<file path="src/rtl/fpc_pkg.sv">
package fpc_pkg;
   localparam int unsigned CLK_HZ          = 100_000_000;
   localparam int unsigned SETUP_HOLD_MS   = 2000;
   localparam int unsigned SETUP_HOLD_CYC  = (CLK_HZ / 1000) * SETUP_HOLD_MS;
   localparam int unsigned GUIDE_HOLD_MS   = 3000;
   localparam int unsigned GUIDE_HOLD_CYC  = (CLK_HZ / 1000) * GUIDE_HOLD_MS;
   localparam int unsigned DEBOUNCE_US     = 10000;
   localparam int unsigned DEBOUNCE_CYC    = (CLK_HZ / 1000000) * DEBOUNCE_US;

   localparam logic [4:0]  ADR_CTRL   = 5'h00;
   localparam logic [4:0]  ADR_STATUS = 5'h04;
   localparam logic [4:0]  ADR_COND   = 5'h08;
   localparam logic [4:0]  ADR_EVENT  = 5'h0c;
   localparam logic [4:0]  ADR_SEL    = 5'h10;

   localparam int unsigned CTRL_ANALOG  = 0;
   localparam int unsigned CTRL_THERMAL = 1;
   localparam int unsigned CTRL_READY   = 2;
   localparam logic [31:0] CTRL_RESET   = 32'h0000_0000;
   localparam int unsigned COND_ERROR   = 0;
   localparam int unsigned COND_WARN    = 1;
   localparam int unsigned COND_LOOP    = 2;

   localparam int unsigned NBTN     = 6;
   localparam int unsigned B_SETUP  = 0;
   localparam int unsigned B_UP     = 1;
   localparam int unsigned B_DOWN   = 2;
   localparam int unsigned B_ENTER  = 3;
   localparam int unsigned B_RUN    = 4;
   localparam int unsigned B_GUIDE  = 5;

   typedef enum logic [1:0] {
      FPC_KEY_OFF,
      FPC_KEY_PILOT,
      FPC_KEY_LASER
   } fpc_key_t;

   typedef struct packed {
      logic warning;
      logic error;
      logic ready;
      logic laser;
      logic analog;
      logic thermal_mode_lamp;
      logic remote;
      logic pilot;
      logic run;
   } fpc_lamps_t;

   typedef struct packed {
      logic up;
      logic down;
      logic enter;
      logic set_enter;
      logic set_back;
      logic run_toggle;
      logic guide_toggle;
      logic fault_clear;
   } fpc_events_t;
endpackage : fpc_pkg

</file>
<file path="src/rtl/fpc_debounce.sv">
`timescale 1ns/10ps
`default_nettype none
module fpc_debounce #(
   parameter int unsigned N   = 6,
   parameter int unsigned CYC = 1000000
) (
   input  wire  logic         clock,
   input  wire  logic         rst_n,
   input  wire  logic [N-1:0] raw,
   output logic       [N-1:0] clean
);
   localparam int unsigned W = $clog2(CYC + 1);
   if (CYC < 1) begin : g_bad_cyc
      $error("debounce count must be at least one");
   end
   genvar i;
   for (i = 0; i < N; i++) begin : g_btn
      logic [W-1:0] cnt;
      // a level must persist for the whole window before it is accepted
      always_ff @(posedge clock) begin
         if (!rst_n) begin
            cnt      <= '0;
            clean[i] <= 1'b0;
         end else if (raw[i] == clean[i]) begin
            cnt <= '0;
         end else if (cnt == W'(CYC - 1)) begin
            cnt      <= '0;
            clean[i] <= raw[i];
         end else begin
            cnt <= cnt + W'(1);
         end
      end
   end
endmodule // fpc_debounce
`default_nettype wire

</file>
<file path="src/rtl/fpc_hold_timer.sv">
`timescale 1ns/10ps
`default_nettype none
module fpc_hold_timer #(
   parameter int unsigned CYC = 200000000
) (
   input  wire  logic clock,
   input  wire  logic rst_n,
   input  wire  logic held,
   output logic       long_hit,
   output logic       released,
   output logic       was_long
);
   localparam int unsigned W = $clog2(CYC + 1);
   if (CYC < 1) begin : g_bad_cyc
      $error("hold count must be at least one");
   end
   logic [W-1:0] cnt;
   logic         held_q;
   // one pulse when the hold threshold is first reached, one on release
   always_ff @(posedge clock) begin
      if (!rst_n) begin
         cnt      <= '0;
         held_q   <= 1'b0;
         long_hit <= 1'b0;
         released <= 1'b0;
         was_long <= 1'b0;
      end else begin
         held_q   <= held;
         long_hit <= 1'b0;
         released <= held_q & ~held;
         if (!held) begin
            cnt <= '0;
            if (!held_q) was_long <= 1'b0;
         end else if (cnt != W'(CYC)) begin
            cnt <= cnt + W'(1);
            if (cnt == W'(CYC - 1)) begin
               long_hit <= 1'b1;
               was_long <= 1'b1;
            end
         end
      end
   end
endmodule // fpc_hold_timer
`default_nettype wire

</file>
<file path="src/rtl/fpc_panel.sv">
// Design decisions made here: the placing of the registers and the Wishbone interface to the registers.
`timescale 1ns/10ps
`default_nettype none
module fpc_panel #(
   parameter int unsigned SETUP_CYC = fpc_pkg::SETUP_HOLD_CYC,
   parameter int unsigned GUIDE_CYC = fpc_pkg::GUIDE_HOLD_CYC,
   parameter int unsigned DEB_CYC   = fpc_pkg::DEBOUNCE_CYC
) (
   input  wire  logic                      clock,
   input  wire  logic                      rst_n,
   input  wire  logic [31:0]               wb_adr_i,
   input  wire  logic [31:0]               wb_dat_i,
   input  wire  logic [3:0]                wb_sel_i,
   input  wire  logic                      wb_we_i,
   input  wire  logic                      wb_cyc_i,
   input  wire  logic                      wb_stb_i,
   output logic       [31:0]               wb_dat_o,
   output logic                            wb_ack_o,
   output logic                            wb_err_o,
   input  wire  fpc_pkg::fpc_key_t         key_pos,
   input  wire  logic                      estop_pressed,
   input  wire  logic                      pilot_switch,
   input  wire  logic                      safety_loop_open,
   input  wire  logic                      error_active,
   input  wire  logic                      warning_active,
   input  wire  logic                      irradiating,
   input  wire  logic [fpc_pkg::NBTN-1:0]  buttons,
   input  wire  logic [11:0]               target_knob,
   output fpc_pkg::fpc_lamps_t             lamps,
   output fpc_pkg::fpc_events_t            events,
   output logic                            laser_drive_power,
   output logic                            laser_enable,
   output logic                            pilot_enable,
   output logic                            settings_mode,
   output logic                            remote_mode,
   output logic                            executing,
   output logic                            guide_light,
   output logic [11:0]                     target_temp,
   output logic [11:0]                     target_power
);
   logic [fpc_pkg::NBTN-1:0] btn;
   logic [fpc_pkg::NBTN-1:0] btn_q;
   logic [fpc_pkg::NBTN-1:0] rise;
   logic                     setup_long;
   logic                     guide_long;
   logic                     guide_rel;
   logic                     guide_was_long;
   logic [31:0]              ctrl;
   logic                     estop_latched;
   logic                     key_seen_off;
   logic                     allow_laser;
   logic                     allow_pilot;
   logic                     next_exec;
   logic                     run_rel;
   logic [31:0]              rd;
   logic                     hit;

   fpc_debounce #(
      .N   (fpc_pkg::NBTN),
      .CYC (DEB_CYC)
   ) u_deb (
      .clock (clock),
      .rst_n (rst_n),
      .raw   (buttons),
      .clean (btn)
   );

   fpc_hold_timer #(
      .CYC (SETUP_CYC)
   ) u_setup (
      .clock    (clock),
      .rst_n    (rst_n),
      .held     (btn[fpc_pkg::B_SETUP] & ~settings_mode),
      .long_hit (setup_long),
      .released (),
      .was_long ()
   );

   fpc_hold_timer #(
      .CYC (GUIDE_CYC)
   ) u_guide (
      .clock    (clock),
      .rst_n    (rst_n),
      .held     (btn[fpc_pkg::B_GUIDE] & ~settings_mode),
      .long_hit (guide_long),
      .released (guide_rel),
      .was_long (guide_was_long)
   );

   always_ff @(posedge clock) begin
      if (!rst_n) btn_q <= '0;
      else        btn_q <= btn;
   end
   assign rise    = btn & ~btn_q;
   assign run_rel = btn_q[fpc_pkg::B_RUN] & ~btn[fpc_pkg::B_RUN];

   // emergency stop latch clears only after release and key off then on
   always_ff @(posedge clock) begin
      if (!rst_n) begin
         estop_latched <= 1'b0;
         key_seen_off  <= 1'b0;
      end else if (estop_pressed) begin
         estop_latched <= 1'b1;
         key_seen_off  <= 1'b0;
      end else if (estop_latched) begin
         if (key_pos == fpc_pkg::FPC_KEY_OFF) key_seen_off <= 1'b1;
         else if (key_seen_off) estop_latched <= 1'b0;
      end
   end

   always_comb begin
      allow_laser = 1'b0;
      allow_pilot = 1'b0;
      case (key_pos)
         fpc_pkg::FPC_KEY_LASER: begin
            allow_laser = ~safety_loop_open & ~error_active;
            allow_pilot = ~safety_loop_open & ~error_active;
         end
         fpc_pkg::FPC_KEY_PILOT: begin
            allow_pilot = ~error_active;
         end
         fpc_pkg::FPC_KEY_OFF: begin
            allow_pilot = 1'b0;
         end
         default: begin
            allow_pilot = 1'b0;
         end
      endcase
      if (estop_latched | estop_pressed) begin
         allow_laser = 1'b0;
         allow_pilot = 1'b0;
      end
   end

   // stopping never waits: loss of permission ends execution at the next clock edge
   always_comb begin
      next_exec = executing;
      if (!allow_laser) next_exec = 1'b0;
      else if (run_rel && !settings_mode && !remote_mode)
         next_exec = ~executing;
   end

   always_ff @(posedge clock) begin
      if (!rst_n) begin
         executing         <= 1'b0;
         laser_drive_power <= 1'b0;
         laser_enable      <= 1'b0;
         pilot_enable      <= 1'b0;
      end else begin
         executing         <= next_exec;
         laser_drive_power <= allow_laser;
         laser_enable      <= next_exec;
         pilot_enable      <= allow_pilot & pilot_switch;
      end
   end

   // settings state and local/remote ownership
   always_ff @(posedge clock) begin
      if (!rst_n) begin
         settings_mode <= 1'b0;
         remote_mode   <= 1'b0;
      end else begin
         if (settings_mode && rise[fpc_pkg::B_SETUP])
            settings_mode <= 1'b0;
         else if (setup_long && !executing)
            settings_mode <= 1'b1;
         if (!settings_mode && rise[fpc_pkg::B_ENTER])
            remote_mode <= ~remote_mode;
      end
   end

   // events: one-cycle pulses to the controller's menu logic
   always_ff @(posedge clock) begin
      if (!rst_n) begin
         events <= '0;
      end else begin
         events.up    <= rise[fpc_pkg::B_UP] & (settings_mode | ~remote_mode);
         events.down  <= rise[fpc_pkg::B_DOWN] & (settings_mode | ~remote_mode);
         events.enter <= rise[fpc_pkg::B_ENTER] & ~settings_mode;
         events.set_enter    <= rise[fpc_pkg::B_ENTER] & settings_mode;
         events.set_back     <= rise[fpc_pkg::B_SETUP] & settings_mode;
         events.run_toggle   <= next_exec != executing;
         events.guide_toggle <= guide_rel & ~guide_was_long;
         events.fault_clear  <= guide_long;
      end
   end

   always_ff @(posedge clock) begin
      if (!rst_n) guide_light <= 1'b0;
      else if (guide_rel && !guide_was_long) guide_light <= ~guide_light;
   end

   // knob routed by control mode; the unused target holds its last value
   always_ff @(posedge clock) begin
      if (!rst_n) begin
         target_temp  <= '0;
         target_power <= '0;
      end else if (ctrl[fpc_pkg::CTRL_THERMAL]) begin
         target_temp <= target_knob;
      end else begin
         target_power <= target_knob;
      end
   end

   always_ff @(posedge clock) begin
      if (!rst_n) begin
         lamps <= '0;
      end else begin
         lamps.error   <= error_active;
         lamps.warning <= warning_active;
         lamps.ready   <= allow_laser & ctrl[fpc_pkg::CTRL_READY];
         lamps.laser   <= next_exec | irradiating;
         lamps.analog  <= ctrl[fpc_pkg::CTRL_ANALOG];
         lamps.thermal_mode_lamp <= ctrl[fpc_pkg::CTRL_THERMAL];
         lamps.remote  <= remote_mode;
         lamps.pilot   <= allow_pilot & pilot_switch;
         lamps.run     <= next_exec;
      end
   end

   // wishbone classic slave, ack one cycle after strobe, err if unmapped
   assign hit = wb_adr_i[31:5] == '0 && wb_adr_i[1:0] == 2'b00
                && wb_adr_i[4:0] <= fpc_pkg::ADR_SEL;
   always_comb begin
      case (wb_adr_i[4:0])
         fpc_pkg::ADR_CTRL:   rd = ctrl;
         fpc_pkg::ADR_STATUS: rd = {24'h0, estop_latched, guide_light,
                                    executing, remote_mode, settings_mode,
                                    laser_drive_power, laser_enable,
                                    pilot_enable};
         fpc_pkg::ADR_COND:   rd = {29'h0, safety_loop_open,
                                    warning_active, error_active};
         fpc_pkg::ADR_EVENT:  rd = {24'h0, events};
         fpc_pkg::ADR_SEL:    rd = {20'h0, target_knob};
         default:             rd = 32'h0000_0000;
      endcase
   end

   always_ff @(posedge clock) begin
      if (!rst_n) begin
         wb_ack_o <= 1'b0;
         wb_err_o <= 1'b0;
         wb_dat_o <= '0;
         ctrl     <= fpc_pkg::CTRL_RESET;
      end else begin
         wb_ack_o <= wb_cyc_i & wb_stb_i & hit & ~wb_ack_o & ~wb_err_o;
         wb_err_o <= wb_cyc_i & wb_stb_i & ~hit & ~wb_ack_o & ~wb_err_o;
         wb_dat_o <= rd;
         if (wb_cyc_i && wb_stb_i && wb_we_i && hit && !wb_ack_o
             && wb_adr_i[4:0] == fpc_pkg::ADR_CTRL) begin
            for (int b = 0; b < 4; b++) begin
               if (wb_sel_i[b]) ctrl[8*b +: 8] <= wb_dat_i[8*b +: 8];
            end
         end
      end
   end

   // assertions
   a_off_no_emit: assert property (@(posedge clock) disable iff (!rst_n)
      key_pos == fpc_pkg::FPC_KEY_OFF |=> !laser_enable && !pilot_enable)
      else $error("emission while key off");
   a_estop_cut: assert property (@(posedge clock) disable iff (!rst_n)
      estop_pressed |=> !laser_drive_power && !laser_enable)
      else $error("drive alive during emergency stop");
   a_laser_gate: assert property (@(posedge clock) disable iff (!rst_n)
      laser_enable |-> $past(key_pos) == fpc_pkg::FPC_KEY_LASER
         && !$past(safety_loop_open) && !$past(error_active))
      else $error("laser on without permission");
   a_pilot_key: assert property (@(posedge clock) disable iff (!rst_n)
      key_pos == fpc_pkg::FPC_KEY_PILOT && !estop_latched && !estop_pressed
      |=> laser_enable == 1'b0)
      else $error("laser in pilot key position");
   a_resume_seq: assert property (@(posedge clock) disable iff (!rst_n)
      $fell(estop_latched) |-> $past(key_seen_off) && !$past(estop_pressed))
      else $error("resume without key cycle");
   a_error_lamp: assert property (@(posedge clock) disable iff (!rst_n)
      error_active |=> lamps.error)
      else $error("error lamp dark");
   a_warn_lamp: assert property (@(posedge clock) disable iff (!rst_n)
      !warning_active |=> !lamps.warning)
      else $error("warning lamp lit");
   a_run_lamp: assert property (@(posedge clock) disable iff (!rst_n)
      lamps.run == executing)
      else $error("run lamp mismatch");
   a_run_release: assert property (@(posedge clock) disable iff (!rst_n)
      $rose(executing) |-> $past(run_rel) && !$past(settings_mode))
      else $error("start not on release");
   a_pilot_lamp: assert property (@(posedge clock) disable iff (!rst_n)
      !pilot_switch |=> !lamps.pilot && !pilot_enable)
      else $error("pilot lit with switch off");
   a_remote_lamp: assert property (@(posedge clock) disable iff (!rst_n)
      ##1 lamps.remote == $past(remote_mode))
      else $error("remote lamp mismatch");
   a_updown_block: assert property (@(posedge clock) disable iff (!rst_n)
      remote_mode && !settings_mode |=> !events.up && !events.down)
      else $error("selection under remote control");

   c_run: cover property (@(posedge clock) disable iff (!rst_n)
      $rose(executing));
   c_estop: cover property (@(posedge clock) disable iff (!rst_n)
      executing ##1 estop_pressed);
   c_settings: cover property (@(posedge clock) disable iff (!rst_n)
      $rose(settings_mode));
   c_clear: cover property (@(posedge clock) disable iff (!rst_n)
      events.fault_clear);
endmodule // fpc_panel
`default_nettype wire

</file>
<file path="config.mk">
export PLATFORM = sky130hd
export DESIGN_NAME = fpc_panel
export DESIGN_NICKNAME = d
export VERILOG_FILES = /design/src/rtl/fpc_pkg.sv /design/src/rtl/fpc_debounce.sv /design/src/rtl/fpc_hold_timer.sv /design/src/rtl/fpc_panel.sv
export SDC_FILE = /design/constraint.sdc
export NUM_CORES = 1
export LEC_CHECK = 0
export BUFFER_PORTS_ARGS = -buffer_cell sky130_fd_sc_hd__buf_2
export CAP_MARGIN = 40
export CORE_AREA = 4 4 163 244
export CTS_CLUSTER_DIAMETER = 150
export DETAILED_ROUTE_END_ITERATION = 8
export DIE_AREA = 0 0 167 248
export PLACE_DENSITY = 0.5
export SKIP_CTS_REPAIR_TIMING = 1
export SLEW_MARGIN = 20
export SYNTH_ARGS = -nofsm -noshare
export SYNTH_HDL_FRONTEND = slang
export SYNTH_HIERARCHICAL = 1
export SYNTH_SLANG_ARGS = --single-unit
</file>
<file path="constraint.sdc">
create_clock -name clock -period 2.94 [get_ports clock]
set_clock_uncertainty 0.2 [all_clocks]
set_input_delay 0.588 -clock clock [delete_from_list [all_inputs] [get_ports clock]]
set_output_delay 0.588 -clock clock [all_outputs]
set_load 0.02 [all_outputs]
</file>
### After elaboration in Yosys (flattened, before gate mapping)

Index checks and enable logic that the tools add are counted.

| word-level totals | value |
|---|---|
| word-level logic and storage cells | 194 |
| bits in registers | 306 |
| output and inout port bits | 82 |

| cells by class | value |
|---|---|
| reduce and logical (&&, ||, !) cells | 46 |
| add/sub/neg operators | 8 |
| equality and inequality tests | 26 |
| bitwise gates (word level) | 44 |
| multiplexer cells | 17 |
| $lt $le $gt $ge | 1 |

Operators with widths:

| operator | number |
|---|---|
| $pmux 32 s5 | 1 |
| $add 20x1->20 const B | 6 |
| $eq 20x20->1 const B | 6 |
| $add 29x1->29 const B | 1 |
| $eq 29x29->1 const B | 1 |
| $ne 29x29->1 const B | 1 |
| $add 28x1->28 const B | 1 |
| $eq 28x28->1 const B | 1 |
| $ne 28x28->1 const B | 1 |
| $logic_not 27->1 | 1 |
| $reduce_and 2->1 | 13 |
| $and 1x1->1 | 20 |
| $not 1->1 | 19 |
| $reduce_or 3->1 | 6 |
| $mux 1 | 15 |
| $logic_and 1x1->1 | 13 |
| $eq 5x4->1 const B | 2 |
| $reduce_and 3->1 | 3 |
| $eq 1x1->1 | 6 |
| $eq 5x3->1 const B | 1 |
| $eq 5x5->1 const B | 1 |
| $le 5x5->1 const B | 1 |
| $logic_not 1->1 | 5 |
| $logic_not 5->1 | 1 |
| 11 further kinds | 16 |

### Longest topological paths before layout

Gate-level depths: netlist of the first run.

| logic depth | value |
|---|---|
| depth in word-level cells | 7 |
| mapped depth | 7 |
| mapped depth without buffers | 6 |

### Cells and area by module

Netlist of the first run, hierarchy kept.

By module, submodules not included:

| module | cells an instance | area each (µm²) | seq. area each (µm²) | times used |
|---|---|---|---|---|
| fpc_debounce | 658 | 5698.0 | 2522.4 | 1 |
| fpc_panel | 452 | 4395.5 | 2362.3 | 1 |
| fpc_hold_timer at u_guide | 166 | 1491.4 | 660.6 | 1 |
| fpc_hold_timer at u_setup | 163 | 1457.6 | 640.6 | 1 |

### Least setup slack after synthesis of the first run

No wires, ideal clock.

| timing | value |
|---|---|
| path type | input port to flip-flop |
| start point | input wb_adr_i[3] |
| end point | register ctrl[0] |
| stages on the path | 6 |
| buffers on the path | 2 |
| library setup time | 0.072 ns |
| arrival | 2.033 ns |
| setup slack | 0.636 ns |
| cell sequence | or4_1 > buf_2 > nor4_1 > nor4b_2 > buf_4 > mux2i_1 |

| on the way | value |
|---|---|
| longest elaborated chain between the ends | 6 |
| elaborated cells on any way between the ends | 7 |
| those cells by class | order compare: 1; reduce/logical: 6 |

RTL lines:

| element | line | source |
|---|---|---|
| from (decl) | fpc_panel.sv:11 | `input wire logic [31:0] wb_adr_i,` |
| $le 5x5->1 | fpc_panel.sv:223 | `&& wb_adr_i[4:0] <= fpc_pkg::ADR_SEL;` |
| $logic_and 1x1->1 | fpc_panel.sv:223 |  |
| $logic_and 1x1->1 (2 in series) | fpc_panel.sv:249 | `if (wb_cyc_i && wb_stb_i && wb_we_i && hit && !wb_ack_o` |
| $logic_and 1x1->1 (*) | fpc_panel.sv:250 | `&& wb_adr_i[4:0] == fpc_pkg::ADR_CTRL) begin` |
| $reduce_and 2->1 (no line) (*) | -- |  |
| to (signal assigned) | fpc_panel.sv:244 | `ctrl <= fpc_pkg::CTRL_RESET;` |
| to (signal, indexed assignment) | fpc_panel.sv:252 | `if (wb_sel_i[b]) ctrl[8*b +: 8] <= wb_dat_i[8*b +: 8];` |
| to (decl) | fpc_panel.sv:48 | `logic [31:0] ctrl;` |

Mark *: on every way between the ends. The rest lies on a longest branch, timed or not.
A chain may end at the register's enable or synchronous reset.

### Worst setup path in the final report of the first run

| timing | value |
|---|---|
| start point | register u_deb.g_btn[0].cnt[13] |
| end point | register u_deb.g_btn[0].cnt[7] |

| on the way | value |
|---|---|
| longest elaborated chain between the ends | 2 |

RTL lines:

| element | line | source |
|---|---|---|
| from (decl) | fpc_debounce.sv:18 | `logic [W-1:0] cnt;` |
| from (signal assigned) | fpc_debounce.sv:30 | `cnt <= cnt + W'(1);` |
| $eq 20x20->1 | fpc_debounce.sv:26 | `end else if (cnt == W'(CYC - 1)) begin` |
| $reduce_or 3->1 (no line) | -- |  |

Every way passes these cells.

==> results.ini, run 1 <==
[sta]
fin_worst_hold_slack_ps=31.2
setup_slack_ps=601
final-hold-violation-count=0
fmax_mhz=427
period_minus_slack_ps=2340
finalSetupViolations=0
slew_headroom_pct=56.2
rsz0062_at_grt=false
finalSetupTns_ps=0
finalCritPeriodShare_pct=79.6
maxSlewViolCount=0
tightestPinTransition_ps=653

[die]
ios=181
dieArea_mm2=0.0414
rows=87
core-area_mm2=0.0376
initial_utilization_pct=34.5
die_height_um=248
die_w_um=167

[worst_setup_path]
endpoint=u_deb/g_btn[0].cnt[7]
crit_chain=or4_1, or4_4, o211ai_4, nor2_1
crit_path_max_incr_delay_ps=550
cp_data_required_time_ps=3150
reg2reg_to=u_deb/g_btn[0].cnt[7]
worstRegToRegCells=4
crit_path_end_kind=flop
start_kind=flop
cpMaxStageDelayCell=or4_4
rrSetupSlack_ps=600
rr_startpoint=u_deb/g_btn[0].cnt[13]
arrival_ps=2550
crit_start=u_deb/g_btn[0].cnt[13]
path_class=reg -> reg
critical_path.max_fanout=19

[power]
power.internal_uw=6970
p_comb_share_pct=3.0
p_seq_share_pct=47.7
power.density_mw_per_mm2=565
p_sw_share_pct=20.6
pwr-share-clk_pct=49.4
power_switching_uw=1810
p_leak_uw=0.00572
ir_drop_mv=0.419

[clock_tree]
htree_levels=1
clk_latency_ps=560
clockBufferDepth=3
cts_buffers=31
clk_pin_slew_ps=60
tritoncts=done
clock-sinks=306
root_buffer=clkbuf_16

[placement]
place_inst=2066
detailed_place_hpwl_mm=23.8
port_buffers=180
globalplace.congestion=0.833
post-place-ws_ps=337

[global_route]
grt_start_max_net_pins=68
antenna_found_initial=1
first_global_vias=10355
grt_use_total_pct=15.1
grt_pass1_wl_mm=52.7
gr-total-overflow=0

[layout]
fill_cells=3813
antennaDiodeCount=0
nNetsFinal=1722
finish.utilization_pct=41.4
syn_to_final_growth_pct=19.9
instances_no_fill=2122
drive_gt1_share_pct=17.6

[status]
status=finished, final reports clean

[detailed_routing]
wirelength_mm=32.1
avgRoutedWirePerCell_um=15.1
drt_iter0_markers=517
routed-via-count=10521
drtPass1Iterations=5
avgViaCountPerCell=4.96
ant_nets=0
route.detailed.drc=0

[flow_run]
maxCapViolCount=0

[logic_synthesis]
synthesis.instances=1431
yosysWarnings=6
syn_area_mm2=0.0130
synth.avg_cell_area_um2=9.05
syn_nets=1543

[worst_hold_path]
hold_path.class=in -> reg

## critical path, delay by kind of cell (launching register included)
kind / cells / cell delay, ps
AOI/OAI and AO/OA: 1 / 500
DFF: 1 / 340
and+or+nand+nor: 3 / 1160
## power by group through the flow
stage / Sequential [µW] / Combinational (µW) / Clock (µW)
final: 4180 / 262 / 4330
after global routing: 4180 / 293 / 4670
after CTS: 4180 / 268 / 4500
after detailed placement: 4270 / 267 / 0
after global placement: 4270 / 267 / 0
after floorplan: 4290 / 110 / 0
## layout make-up
class                      instances  area, µm²  share of cell area [%]
clock inverter                    12        219                    1.41
tap                              489        612                    3.94
multi-input combinational       1020       6390                    41.1
sequential                       306       6130                    39.4
inverter                          46        173                    1.11
clock buffer                      44        925                    5.95
timing repair buffer             205       1090                    7.02
## how the worst min path moves through the flow
| stage | to | cells after the start | startpoint |
|---|---|---|---|
| floorplan | events[6] | 1 | btn_q[2] |
| global placement | events[6] | 1 | btn_q[2] |
| detailed placement | events[7] | 1 | btn_q[1] |
| CTS | lamps[5] | 2 | irradiating |
| global route | key_seen_off | 2 | estop_pressed |
| finish | key_seen_off | 2 | estop_pressed |
## layer usage
layer / vias up / wire [µm] / track usage, %
met2: 235 / 16300 / 28.1
met4: 0 / 699 / 4.05
met3: 52 / 1750 / 2.98
li1: 5356 / - / -
met5: - / 0 / 0
met1: 4878 / 13400 / 17.6
## per-stage QoR
step                total power [µW]  instance area (µm²)
floorplan                       4400                13000
global placement                4540                14400
detailed placement              4540                14400
CTS                             8950                15500
global route                    9150                15500
finish                          8780                15500
## placed cells by master, fill, tap and decap left out, drive strengths merged, types with 33 or more instances in the layout
| cell type | n |
|---|---|
| dfxtp | 306 |
| nand3 | 68 |
| or3 | 34 |
| xor2 | 66 |
| mux2i | 67 |
| nand2 | 129 |
| clkbuf | 44 |
| inv | 46 |
| nand4 | 43 |
| and3 | 42 |
| nor2 | 192 |
| o21ai | 33 |
| a21oi | 58 |
| nor4 | 38 |
| buf | 205 |
| xnor2 | 58 |
## state kept, by name, summed over array words and instances, names as in the netlist, 9 cells and up
name             flops
wb_dat_o            32
target_temp         12
lamps                9
u_guide/cnt         29
u_setup/cnt         28
u_deb/g_btn.cnt    120
target_power        12
ctrl                32
No activity file was read; power rests on OpenSTA's default activity.
==> run 2, diff against run 1 <==
--- a/config.mk
+++ b/config.mk
@@ -11,7 +11,7 @@
 export CTS_CLUSTER_DIAMETER = 150
 export DETAILED_ROUTE_END_ITERATION = 8
 export DIE_AREA = 0 0 167 248
-export PLACE_DENSITY = 0.5
+export PLACE_DENSITY = 0.52
 export SKIP_CTS_REPAIR_TIMING = 1
 export SLEW_MARGIN = 20
 export SYNTH_ARGS = -nofsm -noshare
==> constraint.sdc (replaced) <==
create_clock -name clock -period 2.1 [get_ports clock]
set_clock_uncertainty 0.2 [all_clocks]
set_input_delay 0.42 -clock clock [delete_from_list [all_inputs] [get_ports clock]]
set_output_delay 0.42 -clock clock [all_outputs]
set_load 0.02 [all_outputs]
==> results.ini, run 2 (synthesis results as in run 1) <==
[detailed_routing]
avgRoutedWirePerCell_um=14.7  ; -2.8%
avgViaCountPerCell=4.89  ; -1.4%
drtPass1Iterations=4  ; -1
routed-via-count=11003  ; +4.6%
ant_nets=0  ; unchanged
wirelength_mm=33.1  ; +3.1%
drt_iter0_markers=532  ; +2.9%
route.detailed.drc=0  ; unchanged

[power]
p_seq_share_pct=46.5  ; -1.2 points
power.density_mw_per_mm2=751  ; +33%
power_switching_uw=2620  ; +45%
pwr-share-clk_pct=49.6  ; +0.2 points
p_leak_uw=0.00634  ; +11%
power.internal_uw=9950  ; +43%
p_sw_share_pct=20.9  ; +0.24 points
power_uw=12600  ; +43%
p_comb_share_pct=3.8  ; +0.8 points
ir_drop_mv=0.561  ; +34%

[sta]
fmax_mhz=474  ; +11%
finalSetupViolations=7  ; +7
maxSlewViolCount=0  ; unchanged
finalSetupTns_ps=-29.8  ; -29.8 ps
slew_headroom_pct=64.7  ; +8.5 points
setup_slack_ps=-9.21  ; -610 ps
rsz0062_at_grt=true
finalCritPeriodShare_pct=100  ; +21 points
tightestPinTransition_ps=522  ; -130 ps
period_minus_slack_ps=2110  ; -230 ps
final-hold-violation-count=0  ; unchanged

[die]
dieArea_mm2=0.0414  ; unchanged
rows=87  ; unchanged
core-area_mm2=0.0376  ; unchanged
ios=181  ; unchanged
die_w_um=167  ; unchanged
initial_utilization_pct=34.5  ; unchanged
die_height_um=248  ; unchanged

[worst_hold_path]
min_from=buttons[4]
hold_path.class=in -> reg
min_to=u_deb/g_btn[4].cnt[2]
min_path_cells=4  ; +2

[worst_setup_path]
start_kind=flop
critical_path.max_fanout=19  ; unchanged
arrival_ps=2360  ; -190 ps
rrSetupSlack_ps=-9  ; -610 ps
reg2reg_to=u_deb/g_btn[0].cnt[6]
worstRegToRegCells=5  ; +1
cp_data_required_time_ps=2350  ; -800 ps
rr_startpoint=u_deb/g_btn[0].cnt[15]
crit_path_end_kind=flop
path_class=reg -> reg

[placement]
port_buffers=180  ; unchanged
place_inst=2143  ; +3.7%
placedInstanceArea_mm2=0.0150  ; +4.4%
globalplace.congestion=0.836  ; +0.32%
detailed_place_hpwl_mm=24.3  ; +1.8%

[global_route]
grt_start_max_net_pins=96  ; +41%
gr-total-overflow=0  ; unchanged
first_global_vias=10629  ; +2.6%
grt_use_total_pct=15.1  ; +0.055 points
grt_pass1_wl_mm=53.2  ; +0.84%
antenna_found_initial=1  ; unchanged

[clock_tree]
root_buffer=clkbuf_16
clockBufferDepth=3  ; unchanged
clock-sinks=306  ; unchanged
clk_pin_slew_ps=60  ; about the same
cts_buffers=31  ; unchanged
clk_latency_ps=560  ; about the same
htree_levels=1  ; unchanged
tritoncts=done

[status]
violations=setup timing
status=finished, violations left

[layout]
reg.largest.list=u_deb/g_btn.cnt x120, ctrl x32, wb_dat_o x32
instances_no_fill=2251  ; +6.1%
nNetsFinal=1850  ; +7.4%
design_area_mm2=0.0167  ; +7.8%
layout_common_cells=304 x dfxtp_1, 191 x nor2_1, 179 x buf_2
drive_gt1_share_pct=21.5  ; +3.9 points
antennaDiodeCount=0  ; unchanged
layout_commonest_cell=dfxtp_1
largest_reg_flops=120  ; unchanged
largest_register=u_deb/g_btn.cnt
syn_to_final_growth_pct=29.2

[flow_run]
maxCapViolCount=0  ; unchanged

-- run 2: cell types whose count changed in the layout (fill, tap and decap cells not counted), moves of 3 or more --
cell	previous run	this run
dlygate4sd3_1	0	51
bufinv_16	6	9
buf_12	0	4
or3_1	34	30
or3_4	0	4
buf_4	26	99
or4_4	1	5
or4_1	22	18
clkinv_2	3	7
clkbuf_8	10	2
-- run 2: layout make-up --
cell class / count / area (µm²)
clock buffer: 38 / 822
clock inverter: 19 / 333
fill: 3670 / 20800
inverter: 46 / 173
multi-input combinational: 1020 / 6450
sequential: 306 / 6130
tap: 489 / 612
timing repair buffer: 333 / 2230
-- run 2: routing by layer --
layer | share of wire, % | track usage, %
met1 | 42 | 17.6
met2 | 51 | 28.7
met3 | 4.8 | 2.64
met4 | 2.1 | 3.85
met5 | 0 | 0
-- run 2: metrics by stage --
step / util, % / hold WS (ps) / setup slack (ps)
after global placement: 40.0 / 179 / -94.1
after CTS: 43.1 / -152 / -30.5
after floorplan: - / 173 / -36.0
final: 44.6 / 1.91 / -9.21
after detailed placement: 40.0 / 180 / -133
after global routing: 44.6 / 1.18 / -74.1
-- run 2: worst max-delay path by stage --
stage,from,end,slack (ps),cells past startpoint
2_1_floorplan,u_deb/g_btn[0].cnt[15],u_deb/g_btn[0].cnt[10],-40,5
3_3_place_gp,wb_adr_i[3],ctrl[15],-90,6
3_5_place_dp,wb_adr_i[3],ctrl[20],-130,6
4_1_cts,lamps[0],executing,-30,1
5_1_grt,u_deb/g_btn[0].cnt[15],u_deb/g_btn[0].cnt[13],-70,5
6_report,u_deb/g_btn[0].cnt[15],u_deb/g_btn[0].cnt[6],-9,5
-- run 2: power groups by stage --
| stage | registers (µW) | clock network [µW] | logic [µW] |
|---|---|---|---|
| finish | 5850 | 6240 | 480 |
| global route | 5850 | 6670 | 526 |
| CTS | 5850 | 6470 | 411 |
| detailed placement | 5980 | 0 | 409 |
| global placement | 5980 | 0 | 406 |
| floorplan | 6000 | 0 | 155 |
-- run 2: worst max-delay path: stages, from the launching register on --
cell and delay [ps]:
dfxtp_1 310, or4_1 510, or4_4 560, o211ai_4 190, buf_12 170, nor2_1 60
==> run 3, diff against run 2 <==
--- a/config.mk
+++ b/config.mk
@@ -11,6 +11,7 @@
 export CTS_CLUSTER_DIAMETER = 150
 export DETAILED_ROUTE_END_ITERATION = 8
 export DIE_AREA = 0 0 167 248
+export GPL_TIMING_DRIVEN = 0
 export PLACE_DENSITY = 0.52
 export SKIP_CTS_REPAIR_TIMING = 1
 export SLEW_MARGIN = 20
==> results.ini, run 3 (synthesis results as in run 1) <==
[clock_tree]
clk_latency_ps=560  ; about the same
tritoncts=done
clock-sinks=306  ; unchanged
root_buffer=clkbuf_16
cts_buffers=31  ; unchanged
htree_levels=1  ; unchanged
clockBufferDepth=3  ; unchanged
clk_pin_slew_ps=60  ; about the same

[global_route]
first_global_vias=10732  ; +0.97%
grt_pass1_wl_mm=53.9  ; +1.3%
grt_use_total_pct=15.5  ; +0.33 points
grt_start_max_net_pins=15  ; -84%
antenna_found_initial=1  ; unchanged
gr-total-overflow=0  ; unchanged

[layout]
largest_register=u_deb/g_btn.cnt
drive_gt1_share_pct=21.4  ; -0.073 points
syn_to_final_growth_pct=27.6
nNetsFinal=1830  ; -1.1%
layout_common_cells=284 x dfxtp_1, 192 x nor2_1, 183 x buf_2
layout_commonest_cell=dfxtp_1
design_area_mm2=0.0165  ; -1.3%
antennaDiodeCount=0  ; unchanged
reg.largest.list=u_deb/g_btn.cnt x120, ctrl x32, wb_dat_o x32
largest_reg_flops=120  ; unchanged

[sta]
finalSetupViolations=19  ; +12
setup_slack_ps=-127  ; -118 ps
rsz0062_at_grt=true
slew_headroom_pct=44.8  ; -20 points
maxSlewViolCount=0  ; unchanged
period_minus_slack_ps=2230  ; +118 ps
fin_worst_hold_slack_ps=5.25  ; +3.34 ps
fmax_mhz=449  ; -5.3%
final-hold-violation-count=0  ; unchanged
finalCritPeriodShare_pct=106  ; +5.6 points
tightestPinTransition_ps=828  ; +306 ps

[worst_setup_path]
crit_start=u_deb/g_btn[0].cnt[11]
crit_path_end_kind=flop
critical_path.max_fanout=7  ; -12
rr_startpoint=u_deb/g_btn[0].cnt[11]
start_kind=flop
rrSetupSlack_ps=-130  ; -120 ps
endpoint=u_deb/g_btn[0].cnt[12]
cp_data_required_time_ps=2340  ; about the same
worstRegToRegCells=5  ; unchanged
arrival_ps=2460  ; +100 ps
crit_path_max_incr_delay_ps=560  ; about the same
cpMaxStageDelayCell=or4_4
path_class=reg -> reg
crit_chain=or4b_4, or4_4, o211ai_4, buf_6, a21oi_1
reg2reg_to=u_deb/g_btn[0].cnt[12]

[status]
violations=setup timing
status=finished, violations left

[detailed_routing]
route.detailed.drc=0  ; unchanged
avgViaCountPerCell=4.97  ; +1.7%
routed-via-count=11086  ; +0.75%
ant_nets=0  ; unchanged
drt_iter0_markers=381  ; -28%
wirelength_mm=34.1  ; +2.9%
avgRoutedWirePerCell_um=15.3  ; +3.9%
drtPass1Iterations=4  ; unchanged

[flow_run]
maxCapViolCount=0  ; unchanged

[die]
initial_utilization_pct=34.5  ; unchanged
die_height_um=248  ; unchanged
dieArea_mm2=0.0414  ; unchanged
ios=181  ; unchanged
rows=87  ; unchanged
die_w_um=167  ; unchanged
core-area_mm2=0.0376  ; unchanged

[power]
ir_drop_mv=0.541  ; -3.5%
p_leak_uw=0.00614  ; -3.2%
power.density_mw_per_mm2=719  ; -4.2%
power_uw=11900  ; -5.4%

[placement]
globalplace.congestion=0.811  ; -3.0%
placedInstanceArea_mm2=0.0145  ; -3.7%
port_buffers=179  ; -0.56%
detailed_place_hpwl_mm=25.2  ; +4.1%

[worst_hold_path]
hold_path.class=in -> reg

-- run 3: cell count changes in the layout (fill, tap and decap cells not counted), moves of 5 or more --
cell,before,now
buf_4,99,39
clkbuf_1,5,33
dfxtp_1,304,284
dfxtp_2,2,19
clkbuf_2,0,9
bufinv_16,9,3
nand3_1,67,61
ha_1,11,6
-- run 3: area by class of cell --
class,count,area [µm²]
clock buffers,45,878
repair buffers,258,1620
well taps,489,612
plain buffers,55,294
inverters,46,173
multi-input cells,1020,6670
clock inverters,10,133
fillers,3759,21000
flip-flops and latches,306,6160
-- run 3: worst min path at each step --
stage                         startpoint               to  cells past startpoint
after floorplan                 btn_q[2]        events[6]                      1
after global placement          btn_q[1]        events[7]                      1
after detailed placement        btn_q[1]        events[7]                      1
after CTS                    irradiating         lamps[5]                      2
after global routing      target_knob[1]   target_temp[1]                      3
final                     target_knob[6]  target_power[6]                      3
-- run 3: critical path, delay by kind of cell, from the launching register on --
family	cells	cell delay, ps
DFF	1	340
AOI/OAI and AO/OA	2	310
buffers and inverters	1	180
and+or+nand+nor	2	1080
-- run 3: power breakdown --
| group | internal [µW] | switching, µW | total, µW |
|---|---|---|---|
| clock | 3250 | 2290 | 5540 |
| sequential | 5830 | 24.0 | 5860 |
| combinational | 227 | 269 | 496 |
| total | 9310 | 2580 | 11900 |
-- run 3: layer usage --
layer,vias up,wire [µm],GRT usage [%]
met3,53,1550,2.72
met5,-,13,0
li1,5572,-,-
met2,234,18000,29.7
met4,2,843,4.84
met1,5225,13700,17.3
-- run 3: through the flow --
stage	setup slack [ps]	util (%)	setup TNS (ps)	instances
after floorplan	-36.0	-	-376	1431
after global placement	-625	38.6	-54010	2099
after detailed placement	-657	38.6	-59040	2099
after CTS	-575	41.2	-33250	2154
after global routing	-190	44.0	-3410	2229
final	-127	44.0	-2100	2229
